--- src/hb_diag_pkg.sv ---
// constants shared by the serial control and the per-bridge driver logic
package hb_diag_pkg;
    // frame length and chain step in bits
    localparam int FRAME_BITS = 16;
    localparam int CHAIN_STEP = 8;
    localparam int BRIDGES = 6;
    // command frame fields
    localparam int CMD_FAULT_CLEAR = 15;
    localparam int CMD_UNDERLOAD_SHUTDOWN = 13;
    localparam int CMD_ENABLE_LSB = 7;
    localparam int CMD_SIDE_LSB = 1;
    localparam int CMD_OVERVOLTAGE_LOCKOUT_EN_EN = 0;
    // diagnostic frame fields
    localparam int DIAG_OVERCURRENT = 15;
    localparam int DIAG_SUPPLY = 14;
    localparam int DIAG_UNDERLOAD = 13;
    localparam int DIAG_STATUS_LSB = 1;
    localparam int DIAG_THERMAL_WARN = 0;
    // reset values
    localparam logic [15:0] CMD_RESET = 16'h0000;
    localparam logic [15:0] SHIFT_RESET = 16'h0000;
    // per-bridge status codes
    localparam logic [1:0] ST_DISABLED = 2'h0;
    localparam logic [1:0] ST_OVERCURRENT = 2'h1;
    localparam logic [1:0] ST_UNDERLOAD = 2'h2;
    localparam logic [1:0] ST_ENABLED = 2'h3;
    // dead time between switching sides, a plain default
    localparam int CLK_MHZ = 100;
    localparam int DEADTIME_NS = 1000;
    localparam int DEADTIME_CYC = (DEADTIME_NS * CLK_MHZ + 999) / 1000;
endpackage : hb_diag_pkg

--- src/bridge_ctl.sv ---
// one half bridge: fault latches, priority status and interlocked drive
`timescale 1ns/1ps
module bridge_ctl
    import hb_diag_pkg::*;
#(
    parameter int DT_CYC = DEADTIME_CYC
) (
    input wire logic clk,
    input wire logic rst,
    input wire logic clear,
    input wire logic bridge_enable,
    input wire logic bridge_side_select,
    input wire logic underload_shutdown_ctl,
    input wire logic drive_allow,
    input wire logic oc_event,
    input wire logic ul_event,
    output logic hs_on,
    output logic ls_on,
    output logic oc_latched,
    output logic ul_latched,
    output logic [1:0] bridge_status_code
);
    typedef struct packed {
        logic hs;
        logic ls;
        logic oc;
        logic ul;
        logic [15:0] dt;
        logic [1:0] st;
    } state_s;

    state_s s_q;
    state_s s_d;
    logic off_latch;
    logic want_hs;
    logic want_ls;

    // next state of latches, drive and status
    always_comb begin
        s_d = s_q;
        // set wins over clear; underload never overrides overcurrent
        // overcurrent takes over
        s_d.oc = (oc_event & (s_q.hs | s_q.ls)) | (s_q.oc & ~clear);
        s_d.ul = (ul_event & (s_q.hs | s_q.ls) & ~s_q.oc & ~oc_event) | (s_q.ul & ~clear);
        off_latch = s_q.oc | (s_q.ul & underload_shutdown_ctl);
        // stays on until a cause removes it
        want_hs = bridge_enable & bridge_side_select & drive_allow & ~off_latch;
        want_ls = bridge_enable & ~bridge_side_select & drive_allow & ~off_latch;
        // break before make with dead time
        if (s_q.hs && !want_hs) begin
            s_d.hs = 1'b0;
            s_d.dt = 16'(DT_CYC);
        end else if (s_q.ls && !want_ls) begin
            s_d.ls = 1'b0;
            s_d.dt = 16'(DT_CYC);
        end else if (s_q.dt != 16'h0000) begin
            s_d.dt = s_q.dt - 16'h0001;
        end else if (want_hs && !s_q.ls) begin
            s_d.hs = 1'b1;
        end else if (want_ls && !s_q.hs) begin
            s_d.ls = 1'b1;
        end
        if (s_q.oc) begin
            s_d.st = ST_OVERCURRENT;
        end else if (s_q.ul) begin
            s_d.st = ST_UNDERLOAD;
        end else if (bridge_enable) begin
            s_d.st = ST_ENABLED;
        end else begin
            s_d.st = ST_DISABLED;
        end
    end

    // single register for all state
    always_ff @(posedge clk or posedge rst) begin
        if (rst) begin
            s_q <= '0;
        end else begin
            s_q <= s_d;
        end
    end

    assign hs_on = s_q.hs;
    assign ls_on = s_q.ls;
    assign oc_latched = s_q.oc;
    assign ul_latched = s_q.ul;
    assign bridge_status_code = s_q.st;

    a_no_shoot_through: assert property (@(posedge clk) disable iff (rst) !(s_q.hs && s_q.ls))
        else $error("both switches of one bridge on");
    a_deadtime_wait: assert property (@(posedge clk) disable iff (rst)
        $rose(s_q.ls) |-> $past(s_q.dt) == 16'h0000 && !$past(s_q.hs))
        else $error("low side turned on without dead time");
    a_oc_priority: assert property (@(posedge clk) disable iff (rst) s_q.oc |=> s_q.st == ST_OVERCURRENT)
        else $error("overcurrent not reported");
    a_oc_not_to_ul: assert property (@(posedge clk) disable iff (rst)
        s_q.st == ST_OVERCURRENT && !clear |=> s_q.st != ST_UNDERLOAD)
        else $error("status moved from overcurrent to underload");
    c_oc_after_ul: cover property (@(posedge clk) disable iff (rst)
        s_q.st == ST_UNDERLOAD ##1 s_q.st == ST_OVERCURRENT);
endmodule : bridge_ctl

--- src/hb_spi_diag.sv ---
// serial command and diagnostic logic for a six channel half bridge driver
`timescale 1ns/1ps
module hb_spi_diag
    import hb_diag_pkg::*;
#(
    parameter int NB = BRIDGES,
    parameter int DT_CYC = DEADTIME_CYC
) (
    input wire logic clk,
    input wire logic rst,
    input wire logic sclk,
    input wire logic chip_select_n,
    input wire logic si,
    output logic so,
    output logic so_oe_n,
    input wire logic [NB-1:0] overcurrent_in,
    input wire logic [NB-1:0] underload_in,
    input wire logic thermal_shutdown_in,
    input wire logic thermal_warn_in,
    input wire logic load_supply_uv,
    input wire logic load_supply_ov,
    input wire logic logic_supply_uv,
    output logic [NB-1:0] high_side_on,
    output logic [NB-1:0] low_side_on,
    output logic [15:0] command_word
);
    localparam int SW = 8 + 2 * NB;

    typedef struct packed {
        logic [SW-1:0] s1;
        logic [SW-1:0] s2;
        logic sclk_p;
        logic cs_p;
        logic [15:0] sr;
        logic [4:0] cnt;
        logic pre;
        logic so;
        logic [15:0] cmd;
        logic tsd;
        logic clr;
    } state_s;

    state_s s_q;
    state_s s_d;
    logic sclk_s, cs_s, si_s, tsd_s, tw_s, vsuv_s, vsov_s, vccuv_s;
    logic [NB-1:0] oc_s, ul_s;
    logic sclk_rise, sclk_fall, cs_fall, cs_rise, frame_ok;
    logic drive_allow, oc_flag, ul_flag, supply_fault_flag;
    logic [NB-1:0] oc_lat, ul_lat;
    logic [2*NB-1:0] st_all;
    logic [15:0] diag;

    assign {ul_s, oc_s, vccuv_s, vsov_s, vsuv_s, tw_s, tsd_s, si_s, cs_s, sclk_s} = s_q.s2;

    // edges found on the synchronised serial pins
    assign sclk_rise = sclk_s & ~s_q.sclk_p;
    assign sclk_fall = ~sclk_s & s_q.sclk_p;
    assign cs_fall = ~cs_s & s_q.cs_p;
    assign cs_rise = cs_s & ~s_q.cs_p;
    // count folds 24 back to 16, so 16 means legal
    assign frame_ok = s_q.cnt == 5'(FRAME_BITS);

    // global flags and the diagnostic word
    assign oc_flag = |oc_lat;
    assign ul_flag = |ul_lat;
    assign supply_fault_flag = vsuv_s | vsov_s;
    always_comb begin
        diag = '0;
        diag[DIAG_OVERCURRENT] = oc_flag;
        diag[DIAG_SUPPLY] = supply_fault_flag;
        diag[DIAG_UNDERLOAD] = ul_flag;
        diag[DIAG_THERMAL_WARN] = tw_s;
        diag[DIAG_STATUS_LSB +: 2*NB] = st_all;
    end

    // load supply gating keeps the programmed command; logic undervoltage clears it
    assign drive_allow = ~vsuv_s & ~(s_q.cmd[CMD_OVERVOLTAGE_LOCKOUT_EN_EN] & vsov_s) & ~s_q.tsd & ~vccuv_s;

    // serial engine, frame check and command register
    always_comb begin
        s_d = s_q;
        s_d.s1 = {underload_in, overcurrent_in, logic_supply_uv, load_supply_ov, load_supply_uv,
                  thermal_warn_in, thermal_shutdown_in, si, chip_select_n, sclk};
        s_d.s2 = s_q.s1;
        s_d.sclk_p = sclk_s;
        s_d.cs_p = cs_s;
        s_d.clr = 1'b0;
        // thermal shutdown latch, set wins over clear
        s_d.tsd = tsd_s | s_q.tsd;
        if (cs_fall) begin
            // previous state goes out in this frame
            s_d.sr = diag;
            s_d.cnt = '0;
            s_d.pre = 1'b1;
        end else if (!cs_s) begin
            // out on rise, in on fall, msb first
            if (sclk_rise) begin
                s_d.so = s_q.sr[15];
                s_d.pre = 1'b0;
            end
            if (sclk_fall) begin
                s_d.sr = {s_q.sr[14:0], si_s};
                // first 16, then steps of 8
                s_d.cnt = (s_q.cnt == 5'(FRAME_BITS + CHAIN_STEP - 1)) ? 5'(FRAME_BITS) : s_q.cnt + 5'h01;
            end
        end
        if (cs_rise && frame_ok) begin
            s_d.cmd = s_q.sr;
            s_d.clr = s_q.sr[CMD_FAULT_CLEAR];
            if (s_q.sr[CMD_FAULT_CLEAR] && !tsd_s) begin
                s_d.tsd = 1'b0;
            end
        end
        if (cs_s) begin
            s_d.pre = 1'b0;
        end
        if (vccuv_s) begin
            s_d.sr = SHIFT_RESET;
            s_d.cmd = CMD_RESET;
            s_d.cnt = '0;
            s_d.pre = 1'b0;
            s_d.so = 1'b0;
            s_d.tsd = 1'b0;
            s_d.clr = 1'b1;
        end
    end

    always_ff @(posedge clk or posedge rst) begin
        if (rst) begin
            s_q <= '0;
            // select idles high; a zero here would fake a select edge after reset
            s_q.s1[1] <= 1'b1;
            s_q.s2[1] <= 1'b1;
            s_q.cs_p <= 1'b1;
        end else begin
            s_q <= s_d;
        end
    end

    // thermal bit ORed with the input before the first rise
    assign so = s_q.pre ? (s_q.tsd | si_s) : s_q.so;
    assign so_oe_n = cs_s;
    assign command_word = s_q.cmd;

    // enable and side fields of each bridge
    generate
        for (genvar i = 0; i < NB; i++) begin : g_br
            bridge_ctl #(.DT_CYC(DT_CYC)) u_br (
                .clk(clk),
                .rst(rst),
                .clear(s_q.clr),
                .bridge_enable(s_q.cmd[CMD_ENABLE_LSB + i]),
                .bridge_side_select(s_q.cmd[CMD_SIDE_LSB + i]),
                .underload_shutdown_ctl(s_q.cmd[CMD_UNDERLOAD_SHUTDOWN]),
                .drive_allow(drive_allow),
                .oc_event(oc_s[i]),
                .ul_event(ul_s[i]),
                .hs_on(high_side_on[i]),
                .ls_on(low_side_on[i]),
                .oc_latched(oc_lat[i]),
                .ul_latched(ul_lat[i]),
                .bridge_status_code(st_all[2*i +: 2])
            );
        end
    endgenerate

    a_so_released: assert property (@(posedge clk) disable iff (rst) cs_s |-> so_oe_n ##1 !s_q.pre)
        else $error("serial output driven while deselected");
    a_pre_bit: assert property (@(posedge clk) disable iff (rst)
        cs_fall && !vccuv_s |=> s_q.pre && so == (s_q.tsd | si_s))
        else $error("thermal bit not shown after select fall");
    a_pre_hold: assert property (@(posedge clk) disable iff (rst)
        s_q.pre && !sclk_rise && !cs_s && !cs_fall && !vccuv_s |=> s_q.pre)
        else $error("thermal bit dropped before first rise");
    a_frame_discard: assert property (@(posedge clk) disable iff (rst)
        cs_rise && !frame_ok && !vccuv_s |=> $stable(s_q.cmd))
        else $error("bad frame changed the command");
    a_frame_load: assert property (@(posedge clk) disable iff (rst)
        cs_rise && frame_ok && !vccuv_s |=> s_q.cmd == $past(s_q.sr))
        else $error("legal frame not loaded");
    a_uv_drivers_off: assert property (@(posedge clk) disable iff (rst)
        vsuv_s [*3] |-> high_side_on == '0 && low_side_on == '0)
        else $error("drivers on during load undervoltage");
    a_uv_cmd_kept: assert property (@(posedge clk) disable iff (rst)
        vsuv_s && !vccuv_s && !cs_rise |=> $stable(s_q.cmd))
        else $error("command lost in load undervoltage");
    a_psf_report: assert property (@(posedge clk) disable iff (rst)
        cs_fall && !vccuv_s |=> s_q.sr[DIAG_SUPPLY] == $past(supply_fault_flag))
        else $error("supply flag not loaded");
    a_vcc_clear: assert property (@(posedge clk) disable iff (rst)
        vccuv_s |=> s_q.cmd == CMD_RESET ##1 high_side_on == '0 && low_side_on == '0)
        else $error("logic undervoltage did not clear");

    c_frame_16: cover property (@(posedge clk) disable iff (rst) cs_rise && frame_ok && s_q.cnt == 5'h10);
    c_frame_error: cover property (@(posedge clk) disable iff (rst) cs_rise && !frame_ok);
    c_thermal_pre: cover property (@(posedge clk) disable iff (rst) s_q.pre && s_q.tsd);
    c_fault_clear: cover property (@(posedge clk) disable iff (rst) s_q.clr && oc_flag);
endmodule : hb_spi_diag

--- config.mk ---
export PLATFORM = sky130hd
export DESIGN_NAME = hb_spi_diag
export DESIGN_NICKNAME = d
export VERILOG_FILES = /design/src/hb_diag_pkg.sv /design/src/bridge_ctl.sv /design/src/hb_spi_diag.sv
export SDC_FILE = /design/constraint.sdc
export NUM_CORES = 1
export LEC_CHECK = 0
export ABC_AREA = 1
export BUFFER_PORTS_ARGS = -buffer_cell sky130_fd_sc_hd__buf_2
export CAP_MARGIN = 20
export CORE_MARGIN = 2
export CORE_UTILIZATION = 60
export DETAILED_ROUTE_END_ITERATION = 8
export GPL_TIMING_DRIVEN = 0
export PLACE_DENSITY = 0.88
export SYNTH_ARGS = -nofsm -noshare
export SYNTH_HDL_FRONTEND = slang
export SYNTH_HIERARCHICAL = 1
export SYNTH_SLANG_ARGS = --single-unit
--- constraint.sdc ---
create_clock -name clk -period 3.25 [get_ports clk]
set_input_delay 0.65 -clock clk [delete_from_list [all_inputs] [get_ports clk]]
set_output_delay 0.65 -clock clk [all_outputs]
set_load 0.02 [all_outputs]
After elaboration in Yosys (flattened, before gate mapping):

Cells that the tools add are included.

* add/subtract/negate cells: 7
* eq/ne operators: 29
* muxes and demuxes: 89
* bitwise logic cells: 152
* reduce and logical (&&, ||, !) cells: 95

Operators with widths (count)
* $mux W16: 18
* $reduce_bool A16 Y1: 6
* $sub A16 B1 Y16 const B: 6
* $and A1 B1 Y1: 86
* $mux W2: 25
* $ne A2 B1 Y1 const B: 25
* $mux W41: 1
* $mux W1: 40
* $not A1 Y1: 39
* $reduce_bool A2 Y1: 14
* $or A1 B1 Y1: 27
* $logic_and A1 B1 Y1: 26
* $logic_not A1 Y1: 25
* $reduce_and A4 Y1: 6
* $mux W23: 1
* $mux W22: 1
* $mux W21: 1
* $reduce_and A3 Y1: 7
* $reduce_bool A3 Y1: 7
* $mux W18: 1
* $reduce_or A6 Y1: 2
* $eq A5 B5 Y1 const B: 2
* $add A5 B1 Y5 const B: 1
* $mux W5: 1
* 4 further kinds: 4

* register bits after elaboration: 215
* input port bits: 22
* output and inout port bits: 30
* word-level logic and storage cells: 419

Longest topological paths before layout:

Gate-level depths: netlist (run 1).

* word-level depth: 13
* gate-level depth with buffers: 11
* mapped depth without buffers: 11

By module:

The synthesis (run 1) kept the hierarchy.

By module, submodules not included
* bridge_ctl (g_br[0].u_br ...): times used 4, cells each 196, area an instance 1398.8 um^2, sequential area each 550.5 um^2
* hb_spi_diag: times used 1, cells each 328, area an instance 3245.6 um^2, sequential area each 2080.7 um^2
* bridge_ctl (g_br[4].u_br ...): times used 2, cells each 196, area an instance 1412.6 um^2, sequential area each 550.5 um^2

Worst setup path after synthesis (run 1):

OpenSTA, ideal clock, no wires.

* kind: reg2reg
* from: reg s_q[50] (netlist name)
* to: reg g_br[0].u_br/s_q[7] (netlist name)
* library setup time: 125 ps
* data arrival time: 2661 ps
* data required time: 3125 ps
* setup slack: 465 ps
* cell stages (with the launch flop): 9
* path buffers: 2
* clock period less this slack: 2785 ps
* path through: dfrtp_1 buf_6 nor4_1 nand3_2 nor2_4 nor2_2 a21oi_4 buf_6 nand3_1

RTL lines
* to (signal assigned): RTL line bridge_ctl.sv:77 `s_q <= '0;`
* to (signal assigned): RTL line bridge_ctl.sv:79 `s_q <= s_d;`
* to (decl): RTL line bridge_ctl.sv:32 `state_s s_q;`

==> results of run 1 <==
[metal layers]
| layer | part of all wire [%] | GRT usage, % | vias to the layer above | wire [µm] |
|---|---|---|---|---|
| met2 | 49 | 46.2 | 384 | 13100 |
| li1 | - | - | 4821 | - |
| met4 | 3.1 | 8.41 | 0 | 818 |
| met5 | 0 | 0 | - | 0 |
| met1 | 41 | 34.2 | 4815 | 11000 |
| met3 | 6.2 | 4.27 | 83 | 1630 |
[synthesized netlist by cell type]
library cell,n,area share [%]
buf_4,30,1.9
nor2_2,46,2.5
nand2_2,15,0.80
buf_2,3,0.13
ha_1,8,0.86
a21oi_4,6,0.84
a21boi_0,2,0.13
a21boi_1,4,0.26
dfstp_2,3,0.68
nor2_1,197,6.3
nand3_4,6,0.90
o21ai_1,1,0.043
inv_2,16,0.51
or2_2,2,0.11
o22ai_1,12,0.64
xor2_1,6,0.45
nor2_4,23,2.2
nand2_1,400,13
nand4_1,28,1.5
a21oi_1,28,1.2
dfrtp_1,212,45
nand3_1,141,6.0
o21bai_1,1,0.064
buf_6,17,1.6
nor4_1,1,0.054
nand3_2,7,0.60
o21ai_0,39,1.7
inv_1,213,6.9
a21oi_2,30,2.3
nand3b_1,6,0.39
o2111ai_1,1,0.075
[through the flow]
stage / hold WS (ps) / utilization, % / cell area, µm²
floorplan: 331 / - / 11700
global placement: 331 / 63.6 / 12300
detailed placement: 335 / 63.8 / 12300
CTS: 137 / 68.4 / 13200
global route: 147 / 68.4 / 13200
finish: 139 / 68.4 / 13200
[power breakdown]
group | switching (W) | internal (W) | total (W)
Clock | 0.00116 | 0.00181 | 0.00297
Combinational | 0.00489 | 0.00301 | 0.00790
Sequential | 0.000217 | 0.00318 | 0.00340
Total | 0.00627 | 0.00801 | 0.0143
[cell usage in the layout, fill, tap and decap left out, drive strengths merged]
cell type and n:
clkinvlp 4, nand2 415, nand4 28, o21ai 40
ha 8, nor4 1, or2 2, inv 231
a21oi 64, clkinv 3, bufinv 4, xor2 6
nand3b 6, clkbuf 31, dfstp 3, buf 104
dfrtp 212, o21bai 1, a21boi 6, o2111ai 1
nand3 154, nor2 266, o22ai 12
[how the worst min path moves through the flow]
stage | from | endpoint | slack (ps) | depth (start not counted)
2_1_floorplan | s_d[47]$_DFF_PP0_ | diag[0]$_DFF_PP0_ | 330 | 0
3_3_place_gp | s_d[46]$_DFF_PP0_ | s_q[46]$_DFF_PP0_ | 330 | 0
3_5_place_dp | s_d[51]$_DFF_PP0_ | oc_s[0]$_DFF_PP0_ | 330 | 0
4_1_cts | rst | s_d[47]$_DFF_PP0_ | 140 | 2
5_1_grt | rst | s_d[46]$_DFF_PP0_ | 150 | 2
6_report | rst | s_d[43]$_DFF_PP0_ | 140 | 2
[final cells by class]
type | count | area (µm²) | share of cell area [%]
tap | 265 | 332 | 2.51
inverter | 229 | 862 | 6.54
multi-input combinational | 1010 | 5000 | 37.9
clock inverter | 13 | 209 | 1.58
clock buffer | 31 | 677 | 5.13
timing repair buffer | 54 | 298 | 2.26
sequential | 215 | 5380 | 40.8
buffer | 50 | 432 | 3.27
[registers in the layout (all words and copies together), names as in the netlist]
register and cells:
g_br.u_br/bridge_status_code 12, g_br.u_br/hs_on 6, s_d 21, so_oe_n 1, g_br.u_br/ls_on 6, g_br.u_br/s_q 96, command_word 16, g_br.u_br/ul_latched 6
oc_s 6, diag 1, s_q 38, g_br.u_br/oc_latched 6
[worst reg2reg max path, stage by stage, from the launching register on]
cell	delay, ps
dfrtp_1	370
buf_6	150
nor4_2	510
buf_4	270
nand2_1	80
nor2_2	120
nand2_2	100
nand2_1	120
o21ai_0	170
nor2_1	180
nand2_1	90
nand2_1	70
[cells by family after synthesis]
kind of cell,after synthesis
and+or+nand+nor,872
buffers and inverters,279
DFF,215
AOI/OAI and AO/OA,124
adders and majority gates,8
xor gates and xnor gates,6
==> impl_results.md, run 1 <==
* Outcome: finished clean
* CP Launch Type: flip-flop
* Clock Tree Buf Depth at 3
* Critical path class: flip-flop to flip-flop
* Setup Skew at between 15 and 20 ps
* FMAX at around 0.44 GHz
* Worst path max stage delay at between 500 and 600 ps
* Total grt overflow at 0
* Buf+Inv Stages, Crit Path at 2
* Crit end category: flip-flop
* Mux cell area share after synthesis at 0%
* Final hold vios at 0
* Clk slew on worst S/H paths at approximately 70 ps
* Final worst path period share at 70.3%
* Core area at ~0.019 mm²
* CP top delay family: simple AND/OR/NAND/NOR gates
* Synthesis Warnings at 6
* Drt pass-1 iters at 8
* Simple-Gate Fraction of Synth Area at 34.3%
* Synthesized Nets at about 1.5k
* Worst EP required at 3710 ps
* DR iter-0 viols at a little over 1k
* Max H-tree Level at 1
* DRC Markers at 0
* Vias in the first global route at ~9.6k
* Die ar. at a little over 0.02 mm²
* Max cap viols at 0
* Final setup fails at 0
* Die height at 143 µm
* CTS Buf Count at 24
* Post-Synth Adder-Cell Area at 0.858%
* Slew HR at 40.3%
* CP Max Fanout at 8
* Max Slew Vio Count at 0
* Initial antenna violation count at 0
* WL per Instance at between 10 and 15 µm
* Count of unique library cells instantiated by Yosys at 31
* Final antenna-violating net count at 0
* Capturing point of the worst reg2reg path: g_br[5].u_br/s_q[3]$_DFFE_PP0P_
* Clock Sinks at 215
* Ant diodes at 0
* PwrDens at around 1100 mW/mm²
* Peak VDD IR at approximately 1600 µV
* Via density at approximately 5.4
* Drt total wl at roughly 27,000 µm
* Arr. time, crit path at 2750 ps
* Final #Nets at 1,614
* Top-level I/O count at between 50 and 60
* Synth Area in Compound Gates at a little over 7%
* First-pass GRT wire length at between 40,000 and 50,000 µm
* Post-synthesis xor/xnor area fraction at less than 1%
* Critical path depth at 11
* Final Critical Period at 2290 ps
* Total power draw at about 0.014 W
* Tightest Pin Transition at between 800 and 900 ps
* Worst hold path class: input port to asynchronous set/reset pin
* Main combinational cell family by area after synthesis: simple AND/OR/NAND/NOR gates
* Post CTS Setup Buffer Count at 0
* Root Buffer: clkbuf_16
* Origin of the worst setup path: s_q[50]$_DFF_PP0_
* Avg Cell Area, Syn at between 7 and 8 µm²
* # fillers at 1,486
* RSZ-0062 raised after global routing: false
* Syn Std Cell Area at roughly 0.012 mm²
* Setup TNS at 0 ps
* HPWL Detailed at around 18,000 µm
* CP endpoint: g_br[5].u_br/s_q[3]$_DFFE_PP0P_
* Placed cells at ~1.8k
* Die Width at 143 µm
* Post-synthesis sequential area ratio at 46.1%
* CTS tree: yes
* Share of layout cells above drive strength 1 at between 10% and 20%
* Static Leakage at about 7.6 nW
* Mapped Cells at 1,504
* Setup ws final at approximately 960 ps
* Layout area overhead at 13.1%
* Final Non-Filler Cells at 1,867
* Seq cells post-synth at between 200 and 250
* Worst R2R Path Depth at 11
* Buffers on Ports at 51
* Pre-CTS setup slack at ~1000 ps
* Setup slack, reg-to-reg at between 900 and 1000 ps
* Row count at 51
* DR vias at around 10k
* CP dominant cell by count: nand2_1
* Cell Chain, Critical Path: buf_6, nor4_2, buf_4, nand2_1, nor2_2, nand2_2, nand2_1, o21ai_0, nor2_1, nand2_1, nand2_1
* Post-CTS Hold Buffers at 0
* RR Startpoint: s_q[50]$_DFF_PP0_
* Clk_lat worst skew at 530 ps
* Gr usage total at a little over a quarter
* Largest net degree at the start of global routing at 74
* CP max-delay cell: nor4_2
* Post-CTS sizing at 0
* Effective utilization at floorplan at 60.5%
* Final GP Congestion at about 0.9
Power figures use the tool's default switching activity.
==> inputs of run 2 (changes only) <==
--- a/config.mk
+++ b/config.mk
@@ -9,10 +9,10 @@
 export BUFFER_PORTS_ARGS = -buffer_cell sky130_fd_sc_hd__buf_2
 export CAP_MARGIN = 20
 export CORE_MARGIN = 2
-export CORE_UTILIZATION = 60
+export CORE_UTILIZATION = 56
 export DETAILED_ROUTE_END_ITERATION = 8
 export GPL_TIMING_DRIVEN = 0
-export PLACE_DENSITY = 0.88
+export PLACE_DENSITY = 0.86
 export SYNTH_ARGS = -nofsm -noshare
 export SYNTH_HDL_FRONTEND = slang
 export SYNTH_HIERARCHICAL = 1
==> constraint.sdc (replaced) <==
create_clock -name clk -period 2.1 [get_ports clk]
set_input_delay 0.42 -clock clk [delete_from_list [all_inputs] [get_ports clk]]
set_output_delay 0.42 -clock clk [all_outputs]
set_load 0.02 [all_outputs]
==> run 2 against run 1 <==
- count of clock-buffer cells in the layout up 3
- non-clock buffer count increased by 26
- sequential cell count unchanged
- wire length grew 1.4%
- die area is 6.9% higher
- global-route usage fell by 2.0 points
- final cell count up 1.6%
- cell area grew 1.3%
- largest cell class unchanged
==> impl_results.md, run 2 (synthesis gave the netlist of run 1 again) <==
* DR iter-0 viols at 707 (-30%)
* CTS Buf Count at 24 (unchanged)
* Register area at 0.00538 mm² (unchanged)
* Die Width at 148 µm (+3.4%)
* Leading cell types in the layout, fill and taps excluded: nand2_1 (395), inv_1 (212), dfrtp_1 (212)
* Root Buffer: clkbuf_16
* Drt total wl at 26,900 µm (+1.4%)
* Final hold vios at 0 (unchanged)
* Core area at 0.0204 mm² (+5.7%)
* Slew HR at 40.7% (+0.39 points)
* Clock Tree Buf Depth at 3 (unchanged)
* Post-route cell area at 0.0134 mm² (+1.3%)
* DR vias at 10.0k (-0.73%)
* Biggest register: g_br.u_br/s_q
* Setup Skew at 24.6 ps (+7.12 ps)
* Max Slew Vio Count at 0 (unchanged)
* Initial antenna violation count at 0 (unchanged)
* Final setup fails at 0 (unchanged)
* Gr usage total at 24.5% (-2.0 points)
* Max reg flops at 96 (unchanged)
* Final Critical Period at 2020 ps (-267 ps)
* FMAX at 0.495 GHz (+13%)
* HPWL Detailed at 18,400 µm (+1.9%)
* Max cap viols at 0 (unchanged)
* Critical path class: flip-flop to flip-flop
* Vias in the first global route at 9,715 (+0.97%)
* Top-level I/O count at 52 (unchanged)
* Outcome: finished clean
* Max H-tree Level at 1 (unchanged)
* Area of the multi-input gates at 0.00502 mm² (+0.50%)
* Core Util, Final at 65.6% (-2.8 points)
* Fin Hold WS at 8.60 ps (-130 ps)
* Crit end category: flip-flop
* # fillers at 1,566 (+5.4%)
* Die ar. at 0.0220 mm² (+6.9%)
* Tightest Pin Transition at 888 ps (-5.86 ps)
* Worst hold path class: input port to flip-flop
* Final antenna-violating net count at 0 (unchanged)
* Share of layout cells above drive strength 1 at 19.7% (+0.82 points)
* Final #Nets at 1,640 (+1.6%)
* Die height at 148 µm (+3.4%)
* Clk_lat worst skew at 530 ps (about the same)
* Largest net degree at the start of global routing at 38 (-49%)
* Buffers on Ports at 51 (unchanged)
* Post-Place Cell Area at 0.0123 mm² (+0.11%)
* Row count at 52 (+2.0%)
* DRC Markers at 0 (unchanged)
* First-pass GRT wire length at 44,400 µm (-0.53%)
* Ant diodes at 0 (unchanged)
* Clock Sinks at 215 (unchanged)
* Via density at 5.29 (-2.3%)
* Arr. time, crit path at 2460 ps (-290 ps)
* Total grt overflow at 0 (unchanged)
* Final GP Congestion at 0.883 (-3.0%)
* Clk slew on worst S/H paths at 60 ps (about the same)
* Layout area overhead at 14.6%
* WL per Instance at 14.2 µm (-0.16%)
* Drt pass-1 iters at 6 (-2)
* Final worst path period share at 96.2% (+26 points)
* Effective utilization at floorplan at 57.3% (-3.3 points)
* CTS tree: yes
* CP Launch Type: flip-flop
* Most common cell after layout, fill and taps aside: nand2_1
* Worst EP required at 2540 ps (-1170 ps)
* CP Max Fanout at 5 (-3)
[run 2: cell type report]
cell class                      count  area share (%)
Multi-Input combinational cell   1010            37.6
Timing Repair Buffer               80            4.11
Tap cell                          270            2.53
Clock inverter                      9           0.674
Inverter                          229            6.46
Clock buffer                       34            5.15
Buffer                             50            3.23
Sequential cell                   215            40.3
[run 2: path summary, 6_finish.rpt]
path,start,endpoint,slack (ps),depth (start not counted)
max,s_q[50]$_DFF_PP0_,g_br[5].u_br/s_q[6]$_DFFE_PP0P_,80,10
min,si,s_d[45]$_DFF_PP0_,9,1
max reg2reg,s_q[50]$_DFF_PP0_,g_br[5].u_br/s_q[6]$_DFFE_PP0P_,80,10
min reg2reg,s_d[52]$_DFF_PP0_,oc_s[1]$_DFF_PP0_,340,0
max in group asynchronous,rst,g_br[5].u_br/s_q[11]$_DFFE_PP0P_,1300,2
min in group asynchronous,rst,s_q[18]$_DFFE_PP0P_,50,2
[run 2: worst max-delay path, stage by stage (launching register included)]
cell	delay, ps
dfrtp_1	380
buf_6	130
nor4_4	350
buf_6	180
nand3_2	120
nor2_4	170
nor2_2	60
a21oi_4	210
buf_4	170
nand2_1	50
nor2_1	110
[run 2: per-stage QoR]
| stage | setup slack (ps) | setup TNS [ps] | cells |
|---|---|---|---|
| final | 80.6 | 0 | 1897 |
| after global routing | -28.4 | -183 | 1897 |
| after CTS | 48.0 | 0 | 1880 |
| after global placement | -389 | -32380 | 1825 |
| after detailed placement | -487 | -38250 | 1827 |
| after floorplan | 148 | 0 | 1504 |
[run 2: repair_timing]
| item | 4_1_cts | 5_1_grt |
|---|---|---|
| hold endpoints to repair | 8 | 2 |
| hold buffers | 8 | 2 |
| gates cloned | 0 | 2 |
| buffers inserted | 2 | 13 |
| resized for setup | 0 | 14 |
| pin swaps | 1 | 14 |
| setup endpoints to repair | 107 | 63 |
[run 2: routing by layer]
| layer | wire, µm | global-route usage [%] |
|---|---|---|
| met5 | 0 | 0 |
| met4 | 773 | 8.24 |
| met3 | 1590 | 3.53 |
| met2 | 13500 | 43.3 |
| met1 | 11100 | 31.1 |
Power of run 2 is not shown: default switching activity piles up to over one toggle a cycle in this logic, so the estimate is an artifact.
